--- src/flow_exec_cfg.svh ---
// Offsets, field positions, reset values and cycle counts of the flow-control executor
`ifndef FLOW_EXEC_CFG_SVH
`define FLOW_EXEC_CFG_SVH

`define OFS_STATUS_FLAGS 8'h00
`define OFS_EXT_PAGE     8'h04
`define OFS_PC           8'h08
`define OFS_EXEC_STATE   8'h0C

`define RST_STATUS_FLAGS 8'h00
`define RST_EXT_PAGE     8'h00
`define RST_PC           24'h000000

`define FLAG_C 0
`define FLAG_Z 1
`define FLAG_N 2
`define FLAG_V 3
`define FLAG_H 5

`define CYC_ONE   3'h1
`define CYC_TWO   3'h2
`define CYC_THREE 3'h3
`define CYC_CALL  3'h4

`define STATE_BUSY_BIT 0
`define STATE_CYC_LSB  4

`endif

--- src/flow_pkg.sv ---
// Types shared by the flow-control executor files
package flow_pkg;

  typedef enum logic [3:0] {
    indirect_call_op          = 4'h0,
    extended_indirect_call_op = 4'h1,
    compare_skip_equal_op     = 4'h2,
    compare_immediate_op      = 4'h3,
    reg_bit_clear_skip_op     = 4'h4,
    reg_bit_set_skip_op       = 4'h5,
    io_bit_clear_skip_op      = 4'h6,
    io_bit_set_skip_op        = 4'h7,
    flag_set_branch_op        = 4'h8,
    flag_clear_branch_op      = 4'h9,
    equal_branch_op           = 4'hA
  } op_type;

  typedef enum logic [1:0] {
    st_idle = 2'b01,
    st_run  = 2'b10
  } state_type;

endpackage

--- src/cmp_alu.sv ---
// Subtract-and-discard flag generator for compare with immediate
`timescale 1ns/10ps
module cmp_alu (
  input  wire logic [7:0] a,
  input  wire logic [7:0] b,
  output logic            flag_c,
  output logic            flag_z,
  output logic            flag_n,
  output logic            flag_v,
  output logic            flag_h
);
  logic [7:0] diff;

  always_comb begin
    diff   = a - b;
    flag_z = (diff == 8'h00);
    flag_n = diff[7];
    flag_v = (a[7] & ~b[7] & ~diff[7]) | (~a[7] & b[7] & diff[7]);
    flag_c = (~a[7] & b[7]) | (b[7] & diff[7]) | (diff[7] & ~a[7]);
    flag_h = (~a[3] & b[3]) | (b[3] & diff[3]) | (diff[3] & ~a[3]);
  end
endmodule

--- src/outcome_unit.sv ---
// Outcome of one flow instruction: target address and cycle count
`timescale 1ns/10ps
`include "flow_exec_cfg.svh"
module outcome_unit (
  input  wire flow_pkg::op_type op_code,
  input  wire logic [23:0]      pc,
  input  wire logic [7:0]       rd_value,
  input  wire logic [7:0]       rr_value,
  input  wire logic [7:0]       io_value,
  input  wire logic [2:0]       bit_sel,
  input  wire logic [2:0]       flag_sel,
  input  wire logic [6:0]       branch_offset,
  input  wire logic [15:0]      pointer_value,
  input  wire logic [7:0]       ext_page,
  input  wire logic [7:0]       status_flags,
  input  wire logic             next_two_word,
  output logic      [23:0]      target,
  output logic      [2:0]       cycles
);
  logic [23:0] seq;
  logic [23:0] ofs;
  logic        skip;

  always_comb begin
    seq    = pc + 24'h000001;
    ofs    = {{17{branch_offset[6]}}, branch_offset};
    skip   = 1'b0;
    target = seq;
    cycles = `CYC_ONE;
    case (op_code)
      flow_pkg::indirect_call_op: begin
        target = {8'h00, pointer_value};
        cycles = `CYC_CALL;
      end
      flow_pkg::extended_indirect_call_op: begin
        target = {ext_page, pointer_value};
        cycles = `CYC_CALL;
      end
      flow_pkg::compare_skip_equal_op: skip = (rd_value == rr_value);
      flow_pkg::reg_bit_clear_skip_op: skip = ~rr_value[bit_sel];
      flow_pkg::reg_bit_set_skip_op:   skip = rr_value[bit_sel];
      flow_pkg::io_bit_clear_skip_op:  skip = ~io_value[bit_sel];
      flow_pkg::io_bit_set_skip_op:    skip = io_value[bit_sel];
      flow_pkg::flag_set_branch_op: begin
        if (status_flags[flag_sel]) begin
          target = seq + ofs;
          cycles = `CYC_TWO;
        end
      end
      flow_pkg::flag_clear_branch_op: begin
        if (!status_flags[flag_sel]) begin
          target = seq + ofs;
          cycles = `CYC_TWO;
        end
      end
      flow_pkg::equal_branch_op: begin
        if (status_flags[`FLAG_Z]) begin
          target = seq + ofs;
          cycles = `CYC_TWO;
        end
      end
      default: begin
        target = seq;
        cycles = `CYC_ONE;
      end
    endcase
    // Skipped instruction length sets both the advance and the extra cycle
    if (skip) begin
      target = next_two_word ? pc + 24'h000003 : pc + 24'h000002;
      cycles = next_two_word ? `CYC_THREE : `CYC_TWO;
    end
  end
endmodule

--- src/flow_exec.sv ---
// Program-flow instruction executor with APB register access
// How it works
// - Indirect call loads PC from pointer pair, flags kept, four cycles.
// - Extended indirect call target is page register above pointer, four cycles.
// - Compare-skip on equal registers advances PC by 2 or 3, flags kept.
// - Compare immediate subtracts, updates Z N V C H, one cycle.
// - Register bit clear skip advances PC when bit is zero.
// - Register bit set skip advances PC when bit is one.
// - I/O bit clear skip advances PC when bit is zero, flags kept.
// - I/O bit set skip advances PC when bit is one, 1 to 3 cycles.
// - Flag set branch jumps to PC plus k plus one, 1 or 2 cycles.
// - Flag clear branch jumps to PC plus k plus one, flags kept.
// - Equal branch jumps when zero flag is one, 1 or 2 cycles.
//
// Register access over APB and the address map are this design's own decisions.
`timescale 1ns/10ps
`include "flow_exec_cfg.svh"
module flow_exec (
  input  wire logic             pclk,
  input  wire logic             presetn,
  input  wire logic             psel,
  input  wire logic             penable,
  input  wire logic             pwrite,
  input  wire logic [7:0]       paddr,
  input  wire logic [31:0]      pwdata,
  output logic      [31:0]      prdata,
  output logic                  pready,
  output logic                  pslverr,
  input  wire logic             op_valid,
  input  wire flow_pkg::op_type op_code,
  input  wire logic [7:0]       rd_value,
  input  wire logic [7:0]       rr_value,
  input  wire logic [7:0]       imm_value,
  input  wire logic [2:0]       bit_sel,
  input  wire logic [2:0]       flag_sel,
  input  wire logic [6:0]       branch_offset,
  input  wire logic [7:0]       io_value,
  input  wire logic [15:0]      pointer_value,
  input  wire logic             next_two_word,
  output logic                  op_ready,
  output logic                  op_done,
  output logic      [23:0]      pc_value,
  output logic                  stack_push,
  output logic      [7:0]       stack_data
);

  function automatic logic is_call(input flow_pkg::op_type op);
    is_call = (op == flow_pkg::indirect_call_op) || (op == flow_pkg::extended_indirect_call_op);
  endfunction

  function automatic logic is_mapped(input logic [7:0] addr);
    is_mapped = (addr == `OFS_STATUS_FLAGS) || (addr == `OFS_EXT_PAGE) ||
                (addr == `OFS_PC) || (addr == `OFS_EXEC_STATE);
  endfunction

  flow_pkg::state_type state;
  flow_pkg::state_type next_state;
  logic [2:0]          remain;
  logic [2:0]          next_remain;
  logic [23:0]         pc;
  logic [23:0]         next_pc;
  logic [23:0]         pend_pc;
  logic [23:0]         next_pend_pc;
  logic [23:0]         ret_shift;
  logic [23:0]         next_ret_shift;
  logic                run_call;
  logic                next_run_call;
  logic                push;
  logic                next_push;
  logic [7:0]          push_data;
  logic [7:0]          next_push_data;
  logic                done;
  logic                next_done;
  logic [7:0]          status_flags;
  logic [7:0]          next_status_flags;
  logic [7:0]          ext_page;
  logic [7:0]          next_ext_page;
  logic [2:0]          last_cycles;
  logic [2:0]          next_last_cycles;
  logic [31:0]         rdata;
  logic [31:0]         next_rdata;

  logic                accept;
  logic                wr_en;
  logic [23:0]         ret_addr;
  logic [23:0]         target;
  logic [2:0]          cycles;
  logic                cmp_c;
  logic                cmp_z;
  logic                cmp_n;
  logic                cmp_v;
  logic                cmp_h;

  outcome_unit u_outcome (
    .op_code       (op_code),
    .pc            (pc),
    .rd_value      (rd_value),
    .rr_value      (rr_value),
    .io_value      (io_value),
    .bit_sel       (bit_sel),
    .flag_sel      (flag_sel),
    .branch_offset (branch_offset),
    .pointer_value (pointer_value),
    .ext_page      (ext_page),
    .status_flags  (status_flags),
    .next_two_word (next_two_word),
    .target        (target),
    .cycles        (cycles)
  );

  cmp_alu u_cmp (
    .a      (rd_value),
    .b      (imm_value),
    .flag_c (cmp_c),
    .flag_z (cmp_z),
    .flag_n (cmp_n),
    .flag_v (cmp_v),
    .flag_h (cmp_h)
  );

  assign op_ready   = (state == flow_pkg::st_idle);
  assign accept     = op_valid && op_ready;
  assign wr_en      = psel && penable && pwrite;
  assign ret_addr   = pc + 24'h000001;
  assign pready     = 1'b1;
  assign pslverr    = psel && penable && !is_mapped(paddr);
  assign prdata     = rdata;
  assign op_done    = done;
  assign pc_value   = pc;
  assign stack_push = push;
  assign stack_data = push_data;

  // APB read data is captured in the setup cycle so the access phase needs no wait
  always_comb begin
    next_rdata = rdata;
    if (psel && !penable) begin
      case (paddr)
        `OFS_STATUS_FLAGS: next_rdata = {24'h000000, status_flags};
        `OFS_EXT_PAGE:     next_rdata = {24'h000000, ext_page};
        `OFS_PC:           next_rdata = {8'h00, pc};
        `OFS_EXEC_STATE:   next_rdata = {25'h0000000, last_cycles, 3'h0, (state == flow_pkg::st_run)};
        default:           next_rdata = 32'h00000000;
      endcase
    end
  end

  always_ff @(posedge pclk or negedge presetn) begin
    if (!presetn) begin
      rdata <= 32'h00000000;
    end else begin
      rdata <= next_rdata;
    end
  end

  always_comb begin
    next_state        = state;
    next_remain       = remain;
    next_pc           = pc;
    next_pend_pc      = pend_pc;
    next_ret_shift    = ret_shift;
    next_run_call     = run_call;
    next_push         = 1'b0;
    next_push_data    = push_data;
    next_done         = 1'b0;
    next_status_flags = status_flags;
    next_ext_page     = ext_page;
    next_last_cycles  = last_cycles;
    // Software writes first; a compare in the same cycle overrides the flags
    if (wr_en) begin
      case (paddr)
        `OFS_STATUS_FLAGS: next_status_flags = pwdata[7:0];
        `OFS_EXT_PAGE:     next_ext_page = pwdata[7:0];
        `OFS_PC: begin
          if (op_ready && !accept) begin
            next_pc = pwdata[23:0];
          end
        end
        default: next_ext_page = ext_page;
      endcase
    end
    case (state)
      flow_pkg::st_idle: begin
        if (accept) begin
          next_last_cycles = cycles;
          next_run_call    = is_call(op_code);
          if (op_code == flow_pkg::compare_immediate_op) begin
            next_status_flags[`FLAG_C] = cmp_c;
            next_status_flags[`FLAG_Z] = cmp_z;
            next_status_flags[`FLAG_N] = cmp_n;
            next_status_flags[`FLAG_V] = cmp_v;
            next_status_flags[`FLAG_H] = cmp_h;
          end
          if (cycles == `CYC_ONE) begin
            next_pc   = target;
            next_done = 1'b1;
          end else begin
            next_state   = flow_pkg::st_run;
            next_remain  = cycles - `CYC_ONE;
            next_pend_pc = target;
            if (is_call(op_code)) begin
              next_push      = 1'b1;
              next_push_data = ret_addr[7:0];
              next_ret_shift = {8'h00, ret_addr[23:8]};
            end
          end
        end
      end
      flow_pkg::st_run: begin
        next_remain = remain - `CYC_ONE;
        if (remain == `CYC_ONE) begin
          // Control moves only after the last return byte has gone out
          next_pc    = pend_pc;
          next_done  = 1'b1;
          next_state = flow_pkg::st_idle;
        end else if (run_call) begin
          next_push      = 1'b1;
          next_push_data = ret_shift[7:0];
          next_ret_shift = {8'h00, ret_shift[23:8]};
        end
      end
      default: begin
        next_state = flow_pkg::st_idle;
      end
    endcase
  end

  always_ff @(posedge pclk or negedge presetn) begin
    if (!presetn) begin
      state        <= flow_pkg::st_idle;
      remain       <= 3'h0;
      pc           <= `RST_PC;
      pend_pc      <= `RST_PC;
      ret_shift    <= 24'h000000;
      run_call     <= 1'b0;
      push         <= 1'b0;
      push_data    <= 8'h00;
      done         <= 1'b0;
      status_flags <= `RST_STATUS_FLAGS;
      ext_page     <= `RST_EXT_PAGE;
      last_cycles  <= 3'h0;
    end else begin
      state        <= next_state;
      remain       <= next_remain;
      pc           <= next_pc;
      pend_pc      <= next_pend_pc;
      ret_shift    <= next_ret_shift;
      run_call     <= next_run_call;
      push         <= next_push;
      push_data    <= next_push_data;
      done         <= next_done;
      status_flags <= next_status_flags;
      ext_page     <= next_ext_page;
      last_cycles  <= next_last_cycles;
    end
  end
endmodule

--- config.mk ---
export PLATFORM = sky130hd
export DESIGN_NAME = flow_exec
export DESIGN_NICKNAME = d
export VERILOG_FILES = /design/src/flow_pkg.sv /design/src/cmp_alu.sv /design/src/outcome_unit.sv /design/src/flow_exec.sv
export VERILOG_INCLUDE_DIRS = /design/src
export SDC_FILE = /design/constraint.sdc
export NUM_CORES = 1
export LEC_CHECK = 0
export BUFFER_PORTS_ARGS = -buffer_cell sky130_fd_sc_hd__buf_2
export CORE_ASPECT_RATIO = 0.8
export CORE_MARGIN = 5
export CORE_UTILIZATION = 40
export CTS_CLUSTER_DIAMETER = 80
export DETAILED_ROUTE_END_ITERATION = 6
export HOLD_SLACK_MARGIN = 0.03
export PLACE_DENSITY = 0.6
export SETUP_SLACK_MARGIN = 0.5
export SYNTH_ARGS = -nofsm -noshare
export SYNTH_HDL_FRONTEND = slang
export SYNTH_SLANG_ARGS = --single-unit
--- constraint.sdc ---
create_clock -name pclk -period 4.1 [get_ports pclk]
set_input_delay 0.615 -clock pclk [delete_from_list [all_inputs] [get_ports pclk]]
set_output_delay 0.615 -clock pclk [all_outputs]
set_load 0.01 [all_outputs]
==> impl_metrics.tcl <==
set metrics [dict create \
    timing.critical_path.fanout_max 3 \
    post-synth-top-area-cell "dfrtp_1" \
    critical_path.reg2reg.startpoint "pc_value[6]" \
    core_occupancy_in_the_finished_layout 0.539 \
    drt_iter0_drc 1134 \
    die_width_microns 182 \
    crit_arrival_ps 4030 \
    floorplan.core_area_sq_um 23400 \
    die_area_sq_um 27000 \
    crit_path_max_incr_delay_ps 470 \
    number_of_iterations_in_the_first_detailed_routing_pass 7 \
    use_met3 0.0566 \
    min-delay-path-class "in -> async" \
    path_delay_family "simple AND/OR/NAND/NOR gates" \
    grt_pass1_vias 8958 \
    ir_drop_v 0.000405 \
    slew_headroom 0.222 \
    drc 0 \
    wl_per_cell_microns 21.1 \
    r2r.worst_path.cells 16 \
    die_height_microns 148 \
    fin_setup_tns_ps 0 \
    timing_hold_violations_final 0 \
    synth_top_cells_by_area "dfrtp_1 32%, ha_1 6.4%, mux2i_1 6.1%" \
    pwr-share-seq 0.245 \
    multi_input_comb_area_sq_um 6690 \
    post-route-period-util 0.906 \
    grt_max_degree 59 \
    mappedNetlistArea_sq_um 9510 \
    most_crowded_layer_gr "met1" \
    timing.critical_path.to_type "register" \
    leakage_nw 5.97 \
    cts.path.max_buffers 2 \
    mostFrequentLayoutCells "162 x buf_2, 145 x nand2_1, 117 x dfrtp_1, 104 x buf_4, 68 x nor2_1" \
    worst-path-buf-inv 2 \
    switching_power_mw 3.28 \
    fin_max_slew_vios 0 \
    worst_skew_late_latency_ps 430 \
    clock_transition_at_path_regs_ps 60 \
    gp_congestion 0.929 \
    postRouteWirelength_microns 34800 \
    worstSetupStartpointType "register" \
    final.fill_count 2164 \
    initial_antenna_violation_count 0 \
    routing_usage_on_met1 0.387 \
    hpwlAfterDp_microns 25900 \
    timing.setup.critical_path_class "reg -> reg" \
    initial_core_utilization 0.406 \
    rsz0062_at_grt "yes" \
    worstPathRequired_ps 4420 \
    grt_pass1_wl_microns 52700 \
    cts_root_buffer "clkbuf_16" \
    synth_sequential_area_ratio 0.324 \
    ys_async_sr_fraction 1.00 \
    power_switching_share 0.440 \
    fraction_of_post_synthesis_cell_area_in_the_top_cell_type_by_area 0.321 \
    num_io_pins 181 \
    n_antenna_cell 0 \
    grtUsageTotal 0.249 \
    synthesis.area_per_instance_sq_um 8.68 \
    overflow 0 \
    synth_top_flop_cell "dfrtp_1" \
    final-setup-viol-count 0 \
    global_route.usage.met2 0.348 \
    worst_pin_slew_ps 1170 \
    final.setup_skew_ps 9.78 \
    cell_chain_critical_path "nand4_1 > or2_4 > nor3_4 > buf_4 > nand3_4 > xnor2_4 > ha_4 > a211oi_2 > nor2_2 > nor4_1 > buf_4 > o22ai_4 > xnor2_2 > a222oi_1 > mux2_4 > o21ai_1" \
    vias 9541 \
    area_growth_syn_to_layout_pct 32.7 \
    layout-drive-gt1-share 0.338 \
    p_int_mw 4.17 \
    numCtsBuffers 17 \
    powerDensity_nw_per_um2 590 \
    numnets_final 1486 \
    number_of_sinks_driven_by_the_clock_tree 123 \
    regArea_sq_um 3090 \
    synthCells 1095 \
    htree_num_levels 4 \
    r2r-end "pend_pc[19]" \
    max_cap_check_violation_count 0 \
    max_freq_mhz 269 \
    number_of_synthesized_register_bits 123 \
    viasPerCell 5.80 \
    tritoncts "yes" \
    yosysUniqueCellTypes 75 \
    outcome "finished, final reports clean" \
    io_buffers 163 \
    crit_slowest_cell "a222oi_1" \
    synthesis.yosys.warnings 0 \
    power.clock.fraction 0.211 \
    synth_enable_flop_cells 0 \
    final_critical_path_time_including_i_o_delays_and_setup_ps 3710 \
    power.combinational.fraction 0.544 \
    layout.cells.most_common "buf_2" \
    cp_common_cell "buf_4" \
    setup.reg_to_reg.worst_slack_ps 390 \
    route.antenna.remaining_nets 0 \
    holdBufCountCts 0 \
    std_cell_rows 50 \
]
worst reg2reg max path, cell delays in order (launching register included):
cell,delay [ps]
dfrtp_1,380
nand4_1,160
or2_4,300
nor3_4,260
buf_4,180
nand3_4,90
xnor2_4,290
ha_4,260
a211oi_2,220
nor2_2,80
nor4_1,170
buf_4,170
o22ai_4,70
xnor2_2,170
a222oi_1,470
mux2_4,270
o21ai_1,60
layout make-up:
type                    instances  area share
clock buffers                  18      0.0348
clock inverters                14      0.0127
flip-flops and latches        123       0.245
inverters                      36      0.0107
well taps                     312      0.0309
repair buffers                276       0.136
multi-input cells             867       0.530
power groups by stage:
stage	registers [mW]	clock network [mW]	logic, mW
after CTS	1.79	1.59	3.63
after global placement	1.80	0	3.45
after floorplan	1.76	0	2.25
after detailed placement	1.81	0	3.47
after global routing	1.86	1.64	4.40
final	1.82	1.57	4.05
flip-flops by register name, summed over array words and instances, names as in the netlist:
register      cells
pc_value         24
pend_pc          24
prdata           24
ret_shift        16
ext_page          8
stack_data        8
status_flags      8
last_cycles       3
remain            3
state             2
op_done           1
run_call          1
stack_push        1
repair_timing:
item,CTS,global route
gates resized for setup,43,95
pin swaps,12,48
setup endpoints to repair,27,33
buffers inserted,11,24
stage by stage:
| stage | std cells | total power, mW | hold slack, ps | cell area, sq um | setup slack [ps] |
|---|---|---|---|---|---|
| 2_1_floorplan | 1102 | 4.01 | 319 | 9560 | 508 |
| 3_3_place_gp | 1579 | 5.25 | 457 | 11000 | 134 |
| 3_5_place_dp | 1579 | 5.28 | 464 | 11000 | 81.5 |
| 4_1_cts | 1622 | 7.02 | 283 | 12000 | 474 |
| 5_1_grt | 1646 | 7.90 | 331 | 12600 | 254 |
| 6_report | 1646 | 7.44 | 265 | 12600 | 387 |
layer usage:
layer,vias up,part of all wire
li1,4406,-
met1,4661,0.46
met2,441,0.42
met3,33,0.097
met4,0,0.018
met5,-,0
Yosys cell counts (5+ instances only):
cell / n
dfrtp_1: 122
clkbuf_1: 41
buf_4: 10
a22o_1: 32
a21oi_1: 66
o22ai_1: 6
a221o_1: 9
and3_1: 8
ha_1: 49
nor4_1: 7
mux2_2: 18
xnor2_1: 45
buf_2: 20
or3_1: 5
nand3_1: 32
nand4_1: 24
nor3_1: 17
nand2_1: 145
xor2_1: 29
nand2b_1: 8
nor2_1: 76
a21o_1: 24
o21ai_0: 70
a222oi_1: 7
nor2b_1: 8
mux4_2: 8
o211ai_1: 7
a211oi_1: 12
a22oi_1: 10
inv_1: 35
a221oi_1: 5
mux2i_1: 58
a31oi_1: 5
worst max path at each step:
| stage | slack (ps) | startpoint | end | depth (start not counted) |
|---|---|---|---|---|
| 2_1_floorplan | 510 | pc_value[7] | pc_value[17] | 15 |
| 3_3_place_gp | 130 | bit_sel[1] | pc_value[20] | 15 |
| 3_5_place_dp | 80 | bit_sel[1] | pc_value[22] | 15 |
| 4_1_cts | 470 | pc_value[9] | pc_value[23] | 15 |
| 5_1_grt | 250 | pc_value[6] | pend_pc[16] | 14 |
| 6_report | 390 | pc_value[6] | pend_pc[19] | 16 |
cells by family after synthesis:
family | Yosys count | share of synthesized area
adder cells (fa/ha/maj) | 53 | 0.0729
other | 2 | 0.000790
AND/OR/NAND/NOR | 358 | 0.179
AO/OA/AOI/OAI | 289 | 0.203
XOR/XNOR | 74 | 0.0682
buffers and inverters | 112 | 0.0509
multiplexers | 84 | 0.101
flip-flops | 123 | 0.324
No activity file was read; power rests on OpenSTA's default activity.
